### src/verilog/ccc_pkg.sv
// constants, types and helpers of the card mode contactless codec
package ccc_pkg;

  localparam int CLK_PERIOD_NS = 10;
  localparam int PER_W         = 8;

  // carrier cycles per bit for each rate code
  localparam logic [7:0] CYC_106 = 8'h80;
  localparam logic [7:0] CYC_212 = 8'h40;
  localparam logic [7:0] CYC_424 = 8'h20;
  localparam logic [7:0] CYC_SER = 8'h04;

  // subcarrier fc/16: this carrier count bit toggles every 8 cycles
  localparam int SUBC_BIT = 3;

  localparam int RST_HOLD_NS  = 100;
  localparam int RST_HOLD_CYC =
    (RST_HOLD_NS + CLK_PERIOD_NS - 1) / CLK_PERIOD_NS;

  localparam logic [1:0] RATE_106 = 2'h0;
  localparam logic [1:0] RATE_212 = 2'h1;
  localparam logic [1:0] RATE_424 = 2'h2;
  localparam logic [1:0] RATE_SER = 2'h3;

  localparam logic [3:0] NB_A = 4'h9;
  localparam logic [3:0] NB_M = 4'h8;

  typedef enum logic {PROTO_A = 1'b0, PROTO_M = 1'b1} ccc_proto_t;

  typedef enum logic [1:0] {
    TX_IDLE = 2'b00,
    TX_SOF  = 2'b01,
    TX_DATA = 2'b10,
    TX_EOF  = 2'b11
  } ccc_tx_state_t;

  typedef enum logic {RX_IDLE = 1'b0, RX_BUSY = 1'b1} ccc_rx_state_t;

  // manchester card scheme has no 106 rate; serial rate needs the modem
  function automatic logic [1:0] eff_rate(input ccc_proto_t p,
                                          input logic [1:0] r,
                                          input logic       ext);
    logic [1:0] q;
    q = r;
    if (r == RATE_SER && !ext)
      q = RATE_424;
    if (p == PROTO_M && q == RATE_106)
      q = RATE_212;
    return q;
  endfunction

  function automatic logic [7:0] period_of(input logic [1:0] r);
    logic [7:0] q;
    unique case (r)
      RATE_106: q = CYC_106;
      RATE_212: q = CYC_212;
      RATE_424: q = CYC_424;
      RATE_SER: q = CYC_SER;
    endcase
    return q;
  endfunction

  function automatic logic [7:0] bit_rev(input logic [7:0] b);
    logic [7:0] q;
    q = 8'h00;
    for (int i = 0; i < 8; i++)
      q[i] = b[7 - i];
    return q;
  endfunction

endpackage

### src/verilog/ccc_bit_timer.sv
// carrier cycle counter that marks bit boundaries
`timescale 1ns/1ns
module ccc_bit_timer #(
  parameter int PW = 8
) (
  input  wire logic          clk_in,
  input  wire logic          rst_in,
  input  wire logic          tick_in,
  input  wire logic          restart_in,
  input  wire logic [PW-1:0] period_in,
  output logic      [PW-1:0] cyc_out,
  output logic               bit_end_out
);

  logic [PW-1:0] cyc_r;
  logic [PW-1:0] seen_r;

  assign cyc_out     = cyc_r;
  assign bit_end_out = tick_in && !restart_in && (cyc_r == period_in - 1'b1);

  always_ff @(posedge clk_in)
  begin
    if (rst_in || restart_in)
      cyc_r <= '0;
    else if (bit_end_out)
      cyc_r <= '0;
    else if (tick_in)
      cyc_r <= cyc_r + 1'b1;
  end

  ////////////////////////////////////////////////////////////////////////////
  // independent tick tally, only read by the check below
  always_ff @(posedge clk_in)
  begin
    if (rst_in || restart_in || bit_end_out)
      seen_r <= '0;
    else if (tick_in)
      seen_r <= seen_r + 1'b1;
  end
endmodule

### src/verilog/ccc_codec.sv
// card mode contactless codec: miller/manchester decode, reply encode
`timescale 1ns/1ns
module ccc_codec (
  input  wire logic       sys_clk_in,
  input  wire logic       resetn_in,
  input  wire logic       carrier_in,
  input  wire logic       rx_env_in,
  input  wire logic       serial_link_in,
  input  wire logic       reset_powerdown_n_in,
  input  wire logic       proto_sel_in,
  input  wire logic [1:0] rate_sel_in,
  input  wire logic       ext_modem_in,
  input  wire logic [7:0] tx_byte_in,
  input  wire logic       tx_valid_in,
  input  wire logic       tx_last_in,
  output logic            tx_ready_out,
  output logic            tx_busy_out,
  output logic [7:0]      rx_byte_out,
  output logic [3:0]      rx_nbits_out,
  output logic            rx_byte_valid_out,
  output logic            rx_err_out,
  output logic            rx_sof_out,
  output logic            rx_eof_out,
  output logic            load_modulation_out,
  output logic            serial_link_out,
  output logic            reset_indicator_n_out,
  output logic            osc_enable_out,
  output logic            bias_enable_out,
  output logic            pad_isolate_out
);

  ////////////////////////////////////////////////////////////////////////////
  // pin synchronisers
  logic [1:0] car_s_r, env_s_r, ser_s_r, rpd_s_r;
  logic       car_d_r, src_d_r;
  logic       core_rst_r;
  logic [7:0] hold_cnt_r;
  logic       rst_w;

  always_ff @(posedge sys_clk_in)
  begin
    if (!resetn_in)
    begin
      car_s_r <= 2'h0;
      env_s_r <= 2'h3;
      ser_s_r <= 2'h3;
      rpd_s_r <= 2'h0;
    end
    else
    begin
      car_s_r <= {car_s_r[0], carrier_in};
      env_s_r <= {env_s_r[0], rx_env_in};
      ser_s_r <= {ser_s_r[0], serial_link_in};
      rpd_s_r <= {rpd_s_r[0], reset_powerdown_n_in};
    end
  end

  ////////////////////////////////////////////////////////////////////////////
  // power-down and internal reset; level-held so a missed edge cannot
  // leave the core running while the pin is low
  always_ff @(posedge sys_clk_in)
  begin
    if (!resetn_in)
    begin
      hold_cnt_r            <= 8'(ccc_pkg::RST_HOLD_CYC);
      core_rst_r            <= 1'b1;
      reset_indicator_n_out <= 1'b0;
      osc_enable_out        <= 1'b0;
      bias_enable_out       <= 1'b0;
      pad_isolate_out       <= 1'b1;
    end
    else
    begin
      if (!rpd_s_r[1])
        hold_cnt_r <= 8'(ccc_pkg::RST_HOLD_CYC);
      else if (hold_cnt_r != 8'h00)
        hold_cnt_r <= hold_cnt_r - 8'h01;
      core_rst_r            <= !rpd_s_r[1] || (hold_cnt_r != 8'h00);
      reset_indicator_n_out <= !core_rst_r;
      osc_enable_out        <= rpd_s_r[1];
      bias_enable_out       <= rpd_s_r[1];
      pad_isolate_out       <= !rpd_s_r[1];
    end
  end

  assign rst_w = !resetn_in || core_rst_r;

  // isolated pads look like an idle, unmodulated field
  logic env_g, ser_g, src_w, tick_w, fall_w, edge_w;
  assign env_g  = env_s_r[1] | pad_isolate_out;
  assign ser_g  = ser_s_r[1] | pad_isolate_out;
  assign src_w  = ext_modem_in ? ser_g : env_g;
  assign tick_w = car_s_r[1] && !car_d_r;
  assign fall_w = src_d_r && !src_w;
  assign edge_w = src_d_r != src_w;

  always_ff @(posedge sys_clk_in)
  begin
    if (rst_w)
    begin
      car_d_r <= 1'b0;
      src_d_r <= 1'b1;
    end
    else
    begin
      car_d_r <= car_s_r[1];
      src_d_r <= src_w;
    end
  end

  ccc_pkg::ccc_proto_t cfg_proto_w;
  logic [1:0]          cfg_rate_w;
  assign cfg_proto_w = ccc_pkg::ccc_proto_t'(proto_sel_in);
  assign cfg_rate_w  = ccc_pkg::eff_rate(cfg_proto_w, rate_sel_in,
                                         ext_modem_in);

  ////////////////////////////////////////////////////////////////////////////
  // receive decoder
  ccc_pkg::ccc_rx_state_t rx_st_r;
  ccc_pkg::ccc_proto_t    rx_proto_r;
  logic [1:0]             rx_rate_r;
  logic [7:0]             rx_per_w, rx_cyc_w, rx_q_w;
  logic                   rx_end_w, rx_a_w;
  logic                   seen_x_r, seen_z_r, prev_x_r, sof_slot_r;
  logic                   s1_r, s2_r;
  logic                   sof_ev, eof_ev, bit_ev, bit_val;

  assign rx_per_w = ccc_pkg::period_of(rx_rate_r);
  assign rx_q_w   = rx_per_w >> 2;
  assign rx_a_w   = rx_proto_r == ccc_pkg::PROTO_A;

  ccc_bit_timer #(.PW(ccc_pkg::PER_W)) u_rx_timer (
    .clk_in      (sys_clk_in),
    .rst_in      (rst_w),
    .tick_in     (tick_w),
    .restart_in  (rx_st_r == ccc_pkg::RX_IDLE),
    .period_in   (rx_per_w),
    .cyc_out     (rx_cyc_w),
    .bit_end_out (rx_end_w)
  );

  always_comb
  begin
    sof_ev = (rx_st_r == ccc_pkg::RX_IDLE) &&
             (fall_w || (cfg_proto_w == ccc_pkg::PROTO_M && edge_w));
    // type A: no pause after a zero ends the frame; manchester: no swing
    if (rx_a_w)
      eof_ev = !seen_x_r && !seen_z_r && !prev_x_r;
    else
      eof_ev = s1_r == s2_r;
    eof_ev  = eof_ev && rx_end_w && (rx_st_r == ccc_pkg::RX_BUSY);
    bit_ev  = rx_end_w && (rx_st_r == ccc_pkg::RX_BUSY) && !eof_ev &&
              !(rx_a_w && sof_slot_r);
    bit_val = rx_a_w ? seen_x_r : s1_r;
  end

  always_ff @(posedge sys_clk_in)
  begin
    if (rst_w)
    begin
      rx_st_r    <= ccc_pkg::RX_IDLE;
      rx_proto_r <= ccc_pkg::PROTO_A;
      rx_rate_r  <= ccc_pkg::RATE_106;
      seen_x_r   <= 1'b0;
      seen_z_r   <= 1'b0;
      prev_x_r   <= 1'b0;
      sof_slot_r <= 1'b0;
      s1_r       <= 1'b0;
      s2_r       <= 1'b0;
    end
    else if (rx_st_r == ccc_pkg::RX_IDLE)
    begin
      if (sof_ev)
      begin
        rx_st_r    <= ccc_pkg::RX_BUSY;
        rx_proto_r <= cfg_proto_w;
        rx_rate_r  <= cfg_rate_w;
        sof_slot_r <= cfg_proto_w == ccc_pkg::PROTO_A;
        prev_x_r   <= 1'b0;
        seen_x_r   <= 1'b0;
        // start pause is a Z, so the start slot never reads as an end
        seen_z_r   <= cfg_proto_w == ccc_pkg::PROTO_A;
      end
    end
    else
    begin
      if (rx_end_w)
      begin
        seen_x_r   <= 1'b0;
        seen_z_r   <= 1'b0;
        sof_slot_r <= 1'b0;
        prev_x_r   <= seen_x_r;
        if (eof_ev)
          rx_st_r <= ccc_pkg::RX_IDLE;
      end
      // a pause in the boundary cycle still counts: set after clear
      if (rx_a_w && fall_w)
      begin
        // a pause on the boundary tick opens the next slot at offset 0
        if (rx_end_w || rx_cyc_w < rx_q_w)
          seen_z_r <= 1'b1;
        else
          seen_x_r <= 1'b1;
      end
      // the tick seen at count n is carrier cycle n+1 of the slot; one
      // later would hit the mid-bit swing at the shortest period
      if (!rx_a_w && tick_w && rx_cyc_w == rx_q_w - 8'h01)
        s1_r <= src_w;
      if (!rx_a_w && tick_w &&
          rx_cyc_w == rx_q_w - 8'h01 + (rx_per_w >> 1))
        s2_r <= src_w;
    end
  end

  ////////////////////////////////////////////////////////////////////////////
  // byte assembly: type A lsb first with odd parity, manchester msb first
  logic [8:0] rx_sh_r;
  logic [3:0] rx_cnt_r;
  logic [3:0] rx_nb_w;
  assign rx_nb_w = rx_a_w ? ccc_pkg::NB_A : ccc_pkg::NB_M;

  always_ff @(posedge sys_clk_in)
  begin
    if (rst_w)
    begin
      rx_sh_r           <= 9'h000;
      rx_cnt_r          <= 4'h0;
      rx_byte_out       <= 8'h00;
      rx_nbits_out      <= 4'h0;
      rx_byte_valid_out <= 1'b0;
      rx_err_out        <= 1'b0;
      rx_sof_out        <= 1'b0;
      rx_eof_out        <= 1'b0;
    end
    else
    begin
      rx_byte_valid_out <= 1'b0;
      rx_err_out        <= 1'b0;
      rx_eof_out        <= 1'b0;
      rx_sof_out        <= sof_ev;
      if (sof_ev)
        rx_cnt_r <= 4'h0;
      if (bit_ev)
      begin
        rx_sh_r <= rx_a_w ? {bit_val, rx_sh_r[8:1]} : {rx_sh_r[7:0], bit_val};
        if (rx_cnt_r == rx_nb_w - 4'h1)
        begin
          rx_cnt_r          <= 4'h0;
          rx_byte_valid_out <= 1'b1;
          rx_nbits_out      <= ccc_pkg::NB_M;
          rx_byte_out       <= rx_a_w ? rx_sh_r[8:1] : {rx_sh_r[6:0], bit_val};
          rx_err_out        <= rx_a_w && !(^{rx_sh_r[8:1], bit_val});
        end
        else
          rx_cnt_r <= rx_cnt_r + 4'h1;
      end
      if (eof_ev)
      begin
        rx_eof_out <= 1'b1;
        rx_cnt_r   <= 4'h0;
        // short frames (e.g. 7-bit commands) are handed on low-aligned
        if (rx_cnt_r != 4'h0)
        begin
          rx_byte_valid_out <= 1'b1;
          rx_nbits_out      <= rx_cnt_r;
          rx_byte_out       <= rx_a_w ? rx_sh_r[8:1] >> (4'h8 - rx_cnt_r)
                                      : rx_sh_r[7:0];
          rx_err_out        <= !rx_a_w;
        end
      end
    end
  end

  ////////////////////////////////////////////////////////////////////////////
  // transmit encoder with a one byte holding stage
  ccc_pkg::ccc_tx_state_t tx_st_r;
  ccc_pkg::ccc_proto_t    tx_proto_r;
  logic [1:0]             tx_rate_r;
  logic [7:0]             tx_per_w, tx_cyc_w, hold_b_r;
  logic [8:0]             tx_sh_r;
  logic [3:0]             tx_left_r;
  logic                   tx_end_w, tx_last_r, hold_v_r, hold_last_r;
  logic                   take_w, load_w, tx_a_w, tx_bit_w;
  logic                   tx_half_w, subc_w, mod_nxt;

  assign tx_per_w  = ccc_pkg::period_of(tx_rate_r);
  assign tx_a_w    = tx_proto_r == ccc_pkg::PROTO_A;
  assign take_w    = tx_valid_in && tx_ready_out;
  assign tx_bit_w  = (tx_st_r == ccc_pkg::TX_SOF) ? 1'b1 : tx_sh_r[0];
  assign tx_half_w = tx_cyc_w >= (tx_per_w >> 1);
  assign subc_w    = tx_cyc_w[ccc_pkg::SUBC_BIT];
  assign load_w    = hold_v_r &&
    ((tx_st_r == ccc_pkg::TX_IDLE && cfg_proto_w == ccc_pkg::PROTO_M) ||
     (tx_st_r == ccc_pkg::TX_SOF && tx_end_w) ||
     (tx_st_r == ccc_pkg::TX_DATA && tx_end_w && tx_left_r == 4'h0 &&
      !tx_last_r));

  ccc_bit_timer #(.PW(ccc_pkg::PER_W)) u_tx_timer (
    .clk_in      (sys_clk_in),
    .rst_in      (rst_w),
    .tick_in     (tick_w),
    .restart_in  (tx_st_r == ccc_pkg::TX_IDLE),
    .period_in   (tx_per_w),
    .cyc_out     (tx_cyc_w),
    .bit_end_out (tx_end_w)
  );

  always_ff @(posedge sys_clk_in)
  begin
    if (rst_w)
    begin
      hold_v_r     <= 1'b0;
      hold_b_r     <= 8'h00;
      hold_last_r  <= 1'b0;
      tx_ready_out <= 1'b0;
    end
    else
    begin
      hold_v_r     <= take_w || (hold_v_r && !load_w);
      tx_ready_out <= !(take_w || (hold_v_r && !load_w));
      if (take_w)
      begin
        hold_b_r    <= tx_byte_in;
        hold_last_r <= tx_last_in;
      end
    end
  end

  always_ff @(posedge sys_clk_in)
  begin
    if (rst_w)
    begin
      tx_st_r     <= ccc_pkg::TX_IDLE;
      tx_proto_r  <= ccc_pkg::PROTO_A;
      tx_rate_r   <= ccc_pkg::RATE_106;
      tx_sh_r     <= 9'h000;
      tx_left_r   <= 4'h0;
      tx_last_r   <= 1'b0;
      tx_busy_out <= 1'b0;
    end
    else
    begin
      tx_busy_out <= tx_st_r != ccc_pkg::TX_IDLE;
      unique case (tx_st_r)
        ccc_pkg::TX_IDLE:
          if (hold_v_r)
          begin
            tx_proto_r <= cfg_proto_w;
            tx_rate_r  <= cfg_rate_w;
            tx_st_r    <= (cfg_proto_w == ccc_pkg::PROTO_A) ?
                          ccc_pkg::TX_SOF : ccc_pkg::TX_DATA;
          end
        ccc_pkg::TX_SOF:
          if (tx_end_w)
            tx_st_r <= ccc_pkg::TX_DATA;
        ccc_pkg::TX_DATA:
          if (tx_end_w)
          begin
            tx_sh_r   <= tx_sh_r >> 1;
            tx_left_r <= tx_left_r - 4'h1;
            // last byte or underrun closes the frame
            if (tx_left_r == 4'h0 && !load_w)
              tx_st_r <= tx_a_w ? ccc_pkg::TX_EOF : ccc_pkg::TX_IDLE;
          end
        ccc_pkg::TX_EOF:
          if (tx_end_w)
            tx_st_r <= ccc_pkg::TX_IDLE;
      endcase
      if (load_w)
      begin
        tx_last_r <= hold_last_r;
        if (tx_st_r == ccc_pkg::TX_IDLE ? cfg_proto_w == ccc_pkg::PROTO_A
                                        : tx_a_w)
        begin
          tx_sh_r   <= {~^hold_b_r, hold_b_r};
          tx_left_r <= ccc_pkg::NB_A - 4'h1;
        end
        else
        begin
          tx_sh_r   <= {1'b0, ccc_pkg::bit_rev(hold_b_r)};
          tx_left_r <= ccc_pkg::NB_M - 4'h1;
        end
      end
    end
  end

  always_comb
  begin
    mod_nxt = 1'b0;
    if (tx_st_r == ccc_pkg::TX_SOF || tx_st_r == ccc_pkg::TX_DATA)
    begin
      if (tx_a_w && tx_rate_r == ccc_pkg::RATE_106)
        mod_nxt = (tx_bit_w ^ tx_half_w) & subc_w;
      else if (tx_a_w && tx_rate_r != ccc_pkg::RATE_SER)
        mod_nxt = subc_w ^ ~tx_bit_w;
      else
        mod_nxt = tx_bit_w ^ tx_half_w;
    end
  end

  // one coded stream, steered to the external modem or the modulation pin
  always_ff @(posedge sys_clk_in)
  begin
    if (rst_w)
    begin
      load_modulation_out <= 1'b0;
      serial_link_out     <= 1'b0;
    end
    else
    begin
      load_modulation_out <= !ext_modem_in && mod_nxt;
      serial_link_out     <= ext_modem_in && mod_nxt;
    end
  end
endmodule

### config.mk
export PLATFORM = sky130hd
export DESIGN_NAME = ccc_codec
export DESIGN_NICKNAME = d
export VERILOG_FILES = /design/src/verilog/ccc_pkg.sv /design/src/verilog/ccc_bit_timer.sv /design/src/verilog/ccc_codec.sv
export SDC_FILE = /design/constraint.sdc
export NUM_CORES = 1
export LEC_CHECK = 0
export CAP_MARGIN = 5
export CORE_MARGIN = 2
export CORE_UTILIZATION = 60
export DETAILED_ROUTE_END_ITERATION = 12
export DONT_BUFFER_PORTS = 1
export HOLD_SLACK_MARGIN = 0.05
export PLACE_DENSITY = 0.83
export SETUP_SLACK_MARGIN = 0.4
export SLEW_MARGIN = 15
export SYNTH_ARGS = -nofsm -noshare
export SYNTH_HDL_FRONTEND = slang
export SYNTH_SLANG_ARGS = --single-unit
export TNS_END_PERCENT = 20
### constraint.sdc
create_clock -name sys_clk_in -period 2.9 [get_ports sys_clk_in]
set_input_delay 0.725 -clock sys_clk_in [delete_from_list [all_inputs] [get_ports sys_clk_in]]
set_output_delay 0.725 -clock sys_clk_in [all_outputs]
set_load 0.01 [all_outputs]
# ---- Yosys cells after proc, flatten, opt, wreduce, memory -nomap -nowiden
# Cells that the tools add are included.
dict set report op_classes {
  add_sub_neg 11
  bitwise 10
  n_eq_ne 24
  n_mux 70
  n_lt_le_gt_ge 2
  n_mul 0
  shifts 1
  div 0
  n_reduce_logical 87
}
# cell count
set ops {}
lappend ops {{$pmux W8 S4} 2}
lappend ops {{$mux W8} 6}
lappend ops {{$mux W9} 5}
lappend ops {{$mux W4} 11}
lappend ops {{$logic_and A1 B1 Y1} 36}
lappend ops {{$mux W1} 36}
lappend ops {{$eq A8 B8 Y1} 4}
lappend ops {{$sub A8 B1 Y8 const B} 3}
lappend ops {{$mux W2} 9}
lappend ops {{$add A8 B1 Y8 const B} 2}
lappend ops {{$logic_not A1 Y1} 16}
lappend ops {{$eq A2 B2 Y1 const B} 7}
lappend ops {{$reduce_and A2 Y1} 7}
lappend ops {{$logic_or A1 B1 Y1} 10}
lappend ops {{$ne A2 B2 Y1 const B} 5}
lappend ops {{$reduce_bool A2 Y1} 5}
lappend ops {{$reduce_xor A9 Y1} 1}
lappend ops {{$add A8 B7 Y8} 1}
lappend ops {{$ge A8 B7 Y1} 1}
lappend ops {{$logic_not A2 Y1} 4}
lappend ops {{$lt A8 B6 Y1} 1}
lappend ops {{$pmux W2 S4} 1}
lappend ops {{$reduce_bool A8 Y1} 1}
lappend ops {{$reduce_xnor A8 Y1} 1}
lappend ops {{other kinds (18)} 30}
dict set report totals {
  ram_bits 0
  rom_bits 0
  memories 0
  output_inout_bits 24
  latch_bits 0
  reg_bits 110
}

# ---- Longest topological paths before layout
dict set report logic_depth {
  ltp_word 15
  ltp_mapped 11
}

# ---- By module
# A second synthesis with hierarchy kept.
dict set report hier_totals {
  cells_unflattened 722
  area_unflattened_um2 6429.9
}
# module area_per_inst_um2 seq_area_each_um2 n_inst cells_each
set modules_own_cells {}
lappend modules_own_cells {ccc_codec 5051.1 1881.8 1 576}
lappend modules_own_cells {ccc_bit_timer 689.4 160.2 2 73}

# ---- Least setup slack after synthesis
# OpenSTA, ideal clock, no wires.
dict set report synth_timing {
  kind {reg2reg}
  from {register rx_cnt_r[0]}
  to {register rx_byte_out[2]}
  path_slack_ps 513
  path_stages_with_launch 11
  setup_ps 146
  t_required_ps 2754
  t_arrival_ps 2240
  period_less_slack_ps 2387
  n_path_buf 3
  path_cell_list {dfxtp_1 buf_2 clkbuf_1 inv_1 ha_1 clkbuf_1 mux4_2 a21oi_1 nor2_1 nor2_1 a221oi_2}
}
dict set report synth_via {
  elab_chain_len 5
}
# element line
set synth_lines {}
lappend synth_lines {{start: declaration} ccc_codec.sv:218} ;# logic [3:0] rx_cnt_r;
lappend synth_lines {{start signal: assignment} ccc_codec.sv:255} ;# rx_cnt_r <= rx_cnt_r + 4'h1;
lappend synth_lines {{$sub A4 B4 Y4 or $eq A4 B4 Y1 (tied branches)} {ccc_codec.sv:266, ccc_codec.sv:246}}
lappend synth_lines {{$shr A8 B4 Y8 or $mux W8 (tied branches)} {ccc_codec.sv:266, ccc_codec.sv:246}}
lappend synth_lines {{$mux W8, on equally long branches} {ccc_codec.sv:266, ccc_codec.sv:243}}
lappend synth_lines {{$mux W8} ccc_codec.sv:262} ;# if (rx_cnt_r != 4'h0)
lappend synth_lines {{$mux W8 (*)} ccc_codec.sv:257} ;# if (eof_ev)
lappend synth_lines {{end signal: assignment} ccc_codec.sv:251} ;# rx_byte_out <= rx_a_w ? rx_sh_r[8:1] : {rx_sh_r[6:0], bit_val};
lappend synth_lines {{end signal: assignment} ccc_codec.sv:266} ;# rx_byte_out <= rx_a_w ? rx_sh_r[8:1] >> (4'h8 - rx_cnt_r)
lappend synth_lines {{end: declaration} ccc_codec.sv:18} ;# output logic [7:0] rx_byte_out,
# Every way passes the cells marked *; elsewhere a longest branch is shown, timed or not.
# A chain may end at the register's enable or synchronous reset.

# ---- Final worst setup path
dict set report layout_timing {
  from {register rx_rate_r[1]}
  to {register rx_nbits_out[2]}
}
dict set report layout_via {
  elab_chain_len 13
}
# element line
set layout_lines {}
lappend layout_lines {{start: declaration} ccc_codec.sv:121} ;# logic [1:0] rx_rate_r;
lappend layout_lines {{start signal: assignment} ccc_codec.sv:163} ;# rx_rate_r <= ccc_pkg::RATE_106;
lappend layout_lines {{start signal: assignment} ccc_codec.sv:177} ;# rx_rate_r <= cfg_rate_w;
lappend layout_lines {{$eq A2 B2 Y1 (tied with other cells)} ccc_pkg.sv:54} ;# unique case (r)
lappend layout_lines {{$pmux W8 S4 (*)} ccc_pkg.sv:54}
lappend layout_lines {{$sub A8 B1 Y8 (*)} ccc_bit_timer.sv:19} ;# assign bit_end_out = tick_in && !restart_in && (cyc_r == period_in - 1'b1);
lappend layout_lines {{$eq A8 B8 Y1 (*)} ccc_bit_timer.sv:19}
lappend layout_lines {{$logic_and A1 B1 Y1 (*)} ccc_bit_timer.sv:19}
lappend layout_lines {{$logic_and A1 B1 Y1 (2 in a row)} ccc_codec.sv:151} ;# eof_ev = eof_ev && rx_end_w && (rx_st_r == ccc_pkg::RX_BUSY);
lappend layout_lines {{$logic_not A1 Y1} ccc_codec.sv:152} ;# bit_ev = rx_end_w && (rx_st_r == ccc_pkg::RX_BUSY) && !eof_ev &&
lappend layout_lines {{$logic_and A1 B1 Y1 (2 in a row)} ccc_codec.sv:152}
lappend layout_lines {{$mux W4} ccc_codec.sv:243} ;# if (bit_ev)
lappend layout_lines {{$mux W4} ccc_codec.sv:262}
lappend layout_lines {{$mux W4 (*)} ccc_codec.sv:257}
lappend layout_lines {{end signal: assignment} ccc_codec.sv:250} ;# rx_nbits_out <= ccc_pkg::NB_M;
lappend layout_lines {{end signal: assignment} ccc_codec.sv:265} ;# rx_nbits_out <= rx_cnt_r;
lappend layout_lines {{end: declaration} ccc_codec.sv:19} ;# output logic [3:0] rx_nbits_out,
# Every way passes the cells marked *; elsewhere a longest branch is shown, timed or not. The select of a mux whose other input is x is not followed.

==> reports/summary.txt <==
R2r endpoint - rx_nbits_out[2]
#FFs+latches synth - 110
Post-Syn Instances - 684
Detailed-route via count - 4734
Top FF cell, synth - dfxtp_1
H-tree depth - 3
Leak - 2.178 nW
Syn. warnings - 0
Pin count of the biggest net entering global routing - 44
Final core occ - 63.60%
Cell with the most instances after synthesis - dfxtp_1
Pre-CTS setup slack - 0.4181 ns
Die width - 103 µm
Worst hold path class - input pin to flop
Crit path DAT - 2.70 ns
Origin of the worst setup path - rx_rate_r[1]
Starting Density - 61.01%
Hold Fails Final Rpt - 0
Post-DP HPWL - 8867 µm
Fmax - 409.4 MHz
Fillers - 807
P per Cell Area - 409.2 nW/µm²
Net count, final - 710
Post-synth EDFFs - 0
Worst slew margin - 61.32%
Critical Path Sink Type - flop
I/O pin cnt - 44
Area Growth Syn to Fin - 4.255%
Count of cell types in the netlist - 68
Routed WL - 12280 µm
Port Buf Inserts - 0
Fin crit share - 84.22%
Fin. max-slew vios - 0
CTS Buffer Depth - 2
Worst Tran Pin Value - 0.5774 ns
Hold endpoint - load_modulation_out
RSZ-0062 raised after global routing - true
Seq/Total Area, Yosys - 37.45%
Worst R2R Start - rx_rate_r[1]
Routed len/inst - 15.22 µm
Final GP Congestion - 0.9942
Clock sink count - 110
Detailed Routing Iterations Pass 1 - 5
Synth top cells by count - dfxtp_1 (110), nor2_1 (81), nand2_1 (66), a21oi_1 (46)
Clock root cell - clkbuf_8
Final Setup Violations - 0
Reg2reg path depth - 6
Maxcap violations - 0
Final Skew - 0.01721 ns
Routed Antenna Nets - 0
Vias per cell - 5.866
First-pass GRT wire length - 20420 µm
Vias in the first global route - 4609
Drt first-iter violations - 258
Share of layout cells above drive strength 1 - 10.53%
Rows - 36
Clk_lat worst skew - 0.38 ns
Setup TNS - 0 ns
Inserted Clock Buffers - 9
Post-Syn Area - 5881 µm²
Hold path depth - 1
Top-area cell type share of the netlist area - 37.45%
Mapped Avg Cell Area - 8.597 µm²
Top post-synthesis cells by area - dfxtp_1 (37%), nor2_1 (5.2%), xnor2_1 (4.8%)
Core footprint - 9639 µm²
Chip height - 103 µm
CP max FO - 13
Flop2flop setup slack - 0.46 ns
All-layer global routing usage - 23.85%
Clk pin slew, worst setup/hold paths - 0.12 ns
Ys async rst share - 0%
WP data required - 3.16 ns
CTS tree - built
Post-cts hold buffer count - 0
Crit path time final - 2.442 ns
Remaining DRCs - 0
Peak VDD IR - 0.0006006 V
Initial antenna violation count - 0
Status - finished, final reports clean
Setup ws final - 0.4577 ns
Hold_sp - ext_modem_in
Overflow after GRT - 0
N_diodes - 0
Die area - 10610 µm²
Kind of critical path - flop to flop
Post-Syn Nets - 725
Worst setup SP type - flop
Synth area leader - dfxtp_1
-- report_power, final --
| group | total, mW | internal [mW] | switching (mW) |
|---|---|---|---|
| Sequential | 1.52 | 1.52 | 0.00292 |
| Clock | 0.961 | 0.353 | 0.608 |
| Combinational | 0.0281 | 0.0128 | 0.0153 |
-- cells in the final DEF (no fill, tap or decap), types with 6 or more instances in the layout --
master and instances:
dfxtp_1 108, nor2_1 81, nand2_1 66, a21oi_1 46, xnor2_1 32, o21ai_0 32, inv_1 31, mux2i_1 24
ha_1 21, nand3_1 18, nand2b_1 17, nor3_1 16, xor2_1 15, and2_1 12, mux2_2 11, buf_4 11
clkbuf_8 9, a31oi_1 8, nor4_1 8, a221oi_2 8, a211oi_1 7, and3_1 6
-- worst max-delay path, stage by stage, from the launching register on --
cell and delay [ns]:
dfxtp_2 0.41, o21ai_0 0.19, or3b_4 0.43, a2111o_1 0.52, or3_1 0.47, a32oi_1 0.23
nor2_1 0.06
-- state kept, by name, indices dropped and copies added (netlist names), 4 cells and up --
register	cells
hold_cnt_r	8
tx_left_r	4
hold_b_r	8
tx_sh_r	9
rx_nbits_out	4
rx_byte_out	8
rx_sh_r	9
rx_cnt_r	4
u_tx_timer.cyc_out	8
u_rx_timer.cyc_out	8
-- logic make-up after synthesis --
family / Yosys count / share of synthesized area [%]
buffers and inverters: 70 / 5.979
adders and majority gates: 21 / 4.468
DFF: 110 / 37.45
AOI/OAI and AO/OA: 142 / 16.79
and+or+nand+nor: 256 / 20.98
muxes: 38 / 7.340
xor gates and xnor gates: 47 / 7.000
-- metal layers --
metal	vias up	GRT usage, %	routed length, µm
li1	2347	-	-
met1	2205	29.04	5151
met2	157	41.56	6233
met3	25	4.746	627
met4	0	9.109	271
met5	-	0	0
-- stage by stage --
step                area (µm²)  total power, mW  cells  hold slack [ns]
floorplan                 5881            1.578    684           0.3863
global placement          5893            1.581    789           0.3918
detailed placement        5893            1.582    789           0.3942
CTS                       6103            2.525    805           0.3850
global route              6131            2.584    807           0.3681
finish                    6131            2.509    807           0.3964
-- worst max path at each step --
stage	cells past startpoint	slack (ns)	end
after floorplan	10	0.51	rx_byte_out[2]
after detailed placement	6	0.42	rx_nbits_out[2]
final	6	0.46	rx_nbits_out[2]
after global placement	6	0.55	rx_nbits_out[2]
after global routing	6	0.37	rx_nbits_out[2]
after CTS	6	0.46	rx_nbits_out[2]
-- cell type report --
class,instances,area (µm²),share of cell area (%)
multi-input cells,504,3329,54.31
clock inverters,7,83.83,1.367
repair buffers,12,102.6,1.673
clock buffers,9,123.9,2.020
well taps,133,166.4,2.714
flip-flops and latches,110,2205,35.96
inverters,32,120.1,1.959
-- repair_timing --
| action | CTS | global route |
|---|---|---|
| buffers inserted | 0 | 2 |
| setup endpoints to repair | 2 | 3 |
| gates resized for setup | 2 | 0 |
| endpoints found under the hold margin | 0 | 0 |
| pin swaps | 0 | 1 |
Power figures use the tool's default switching activity.
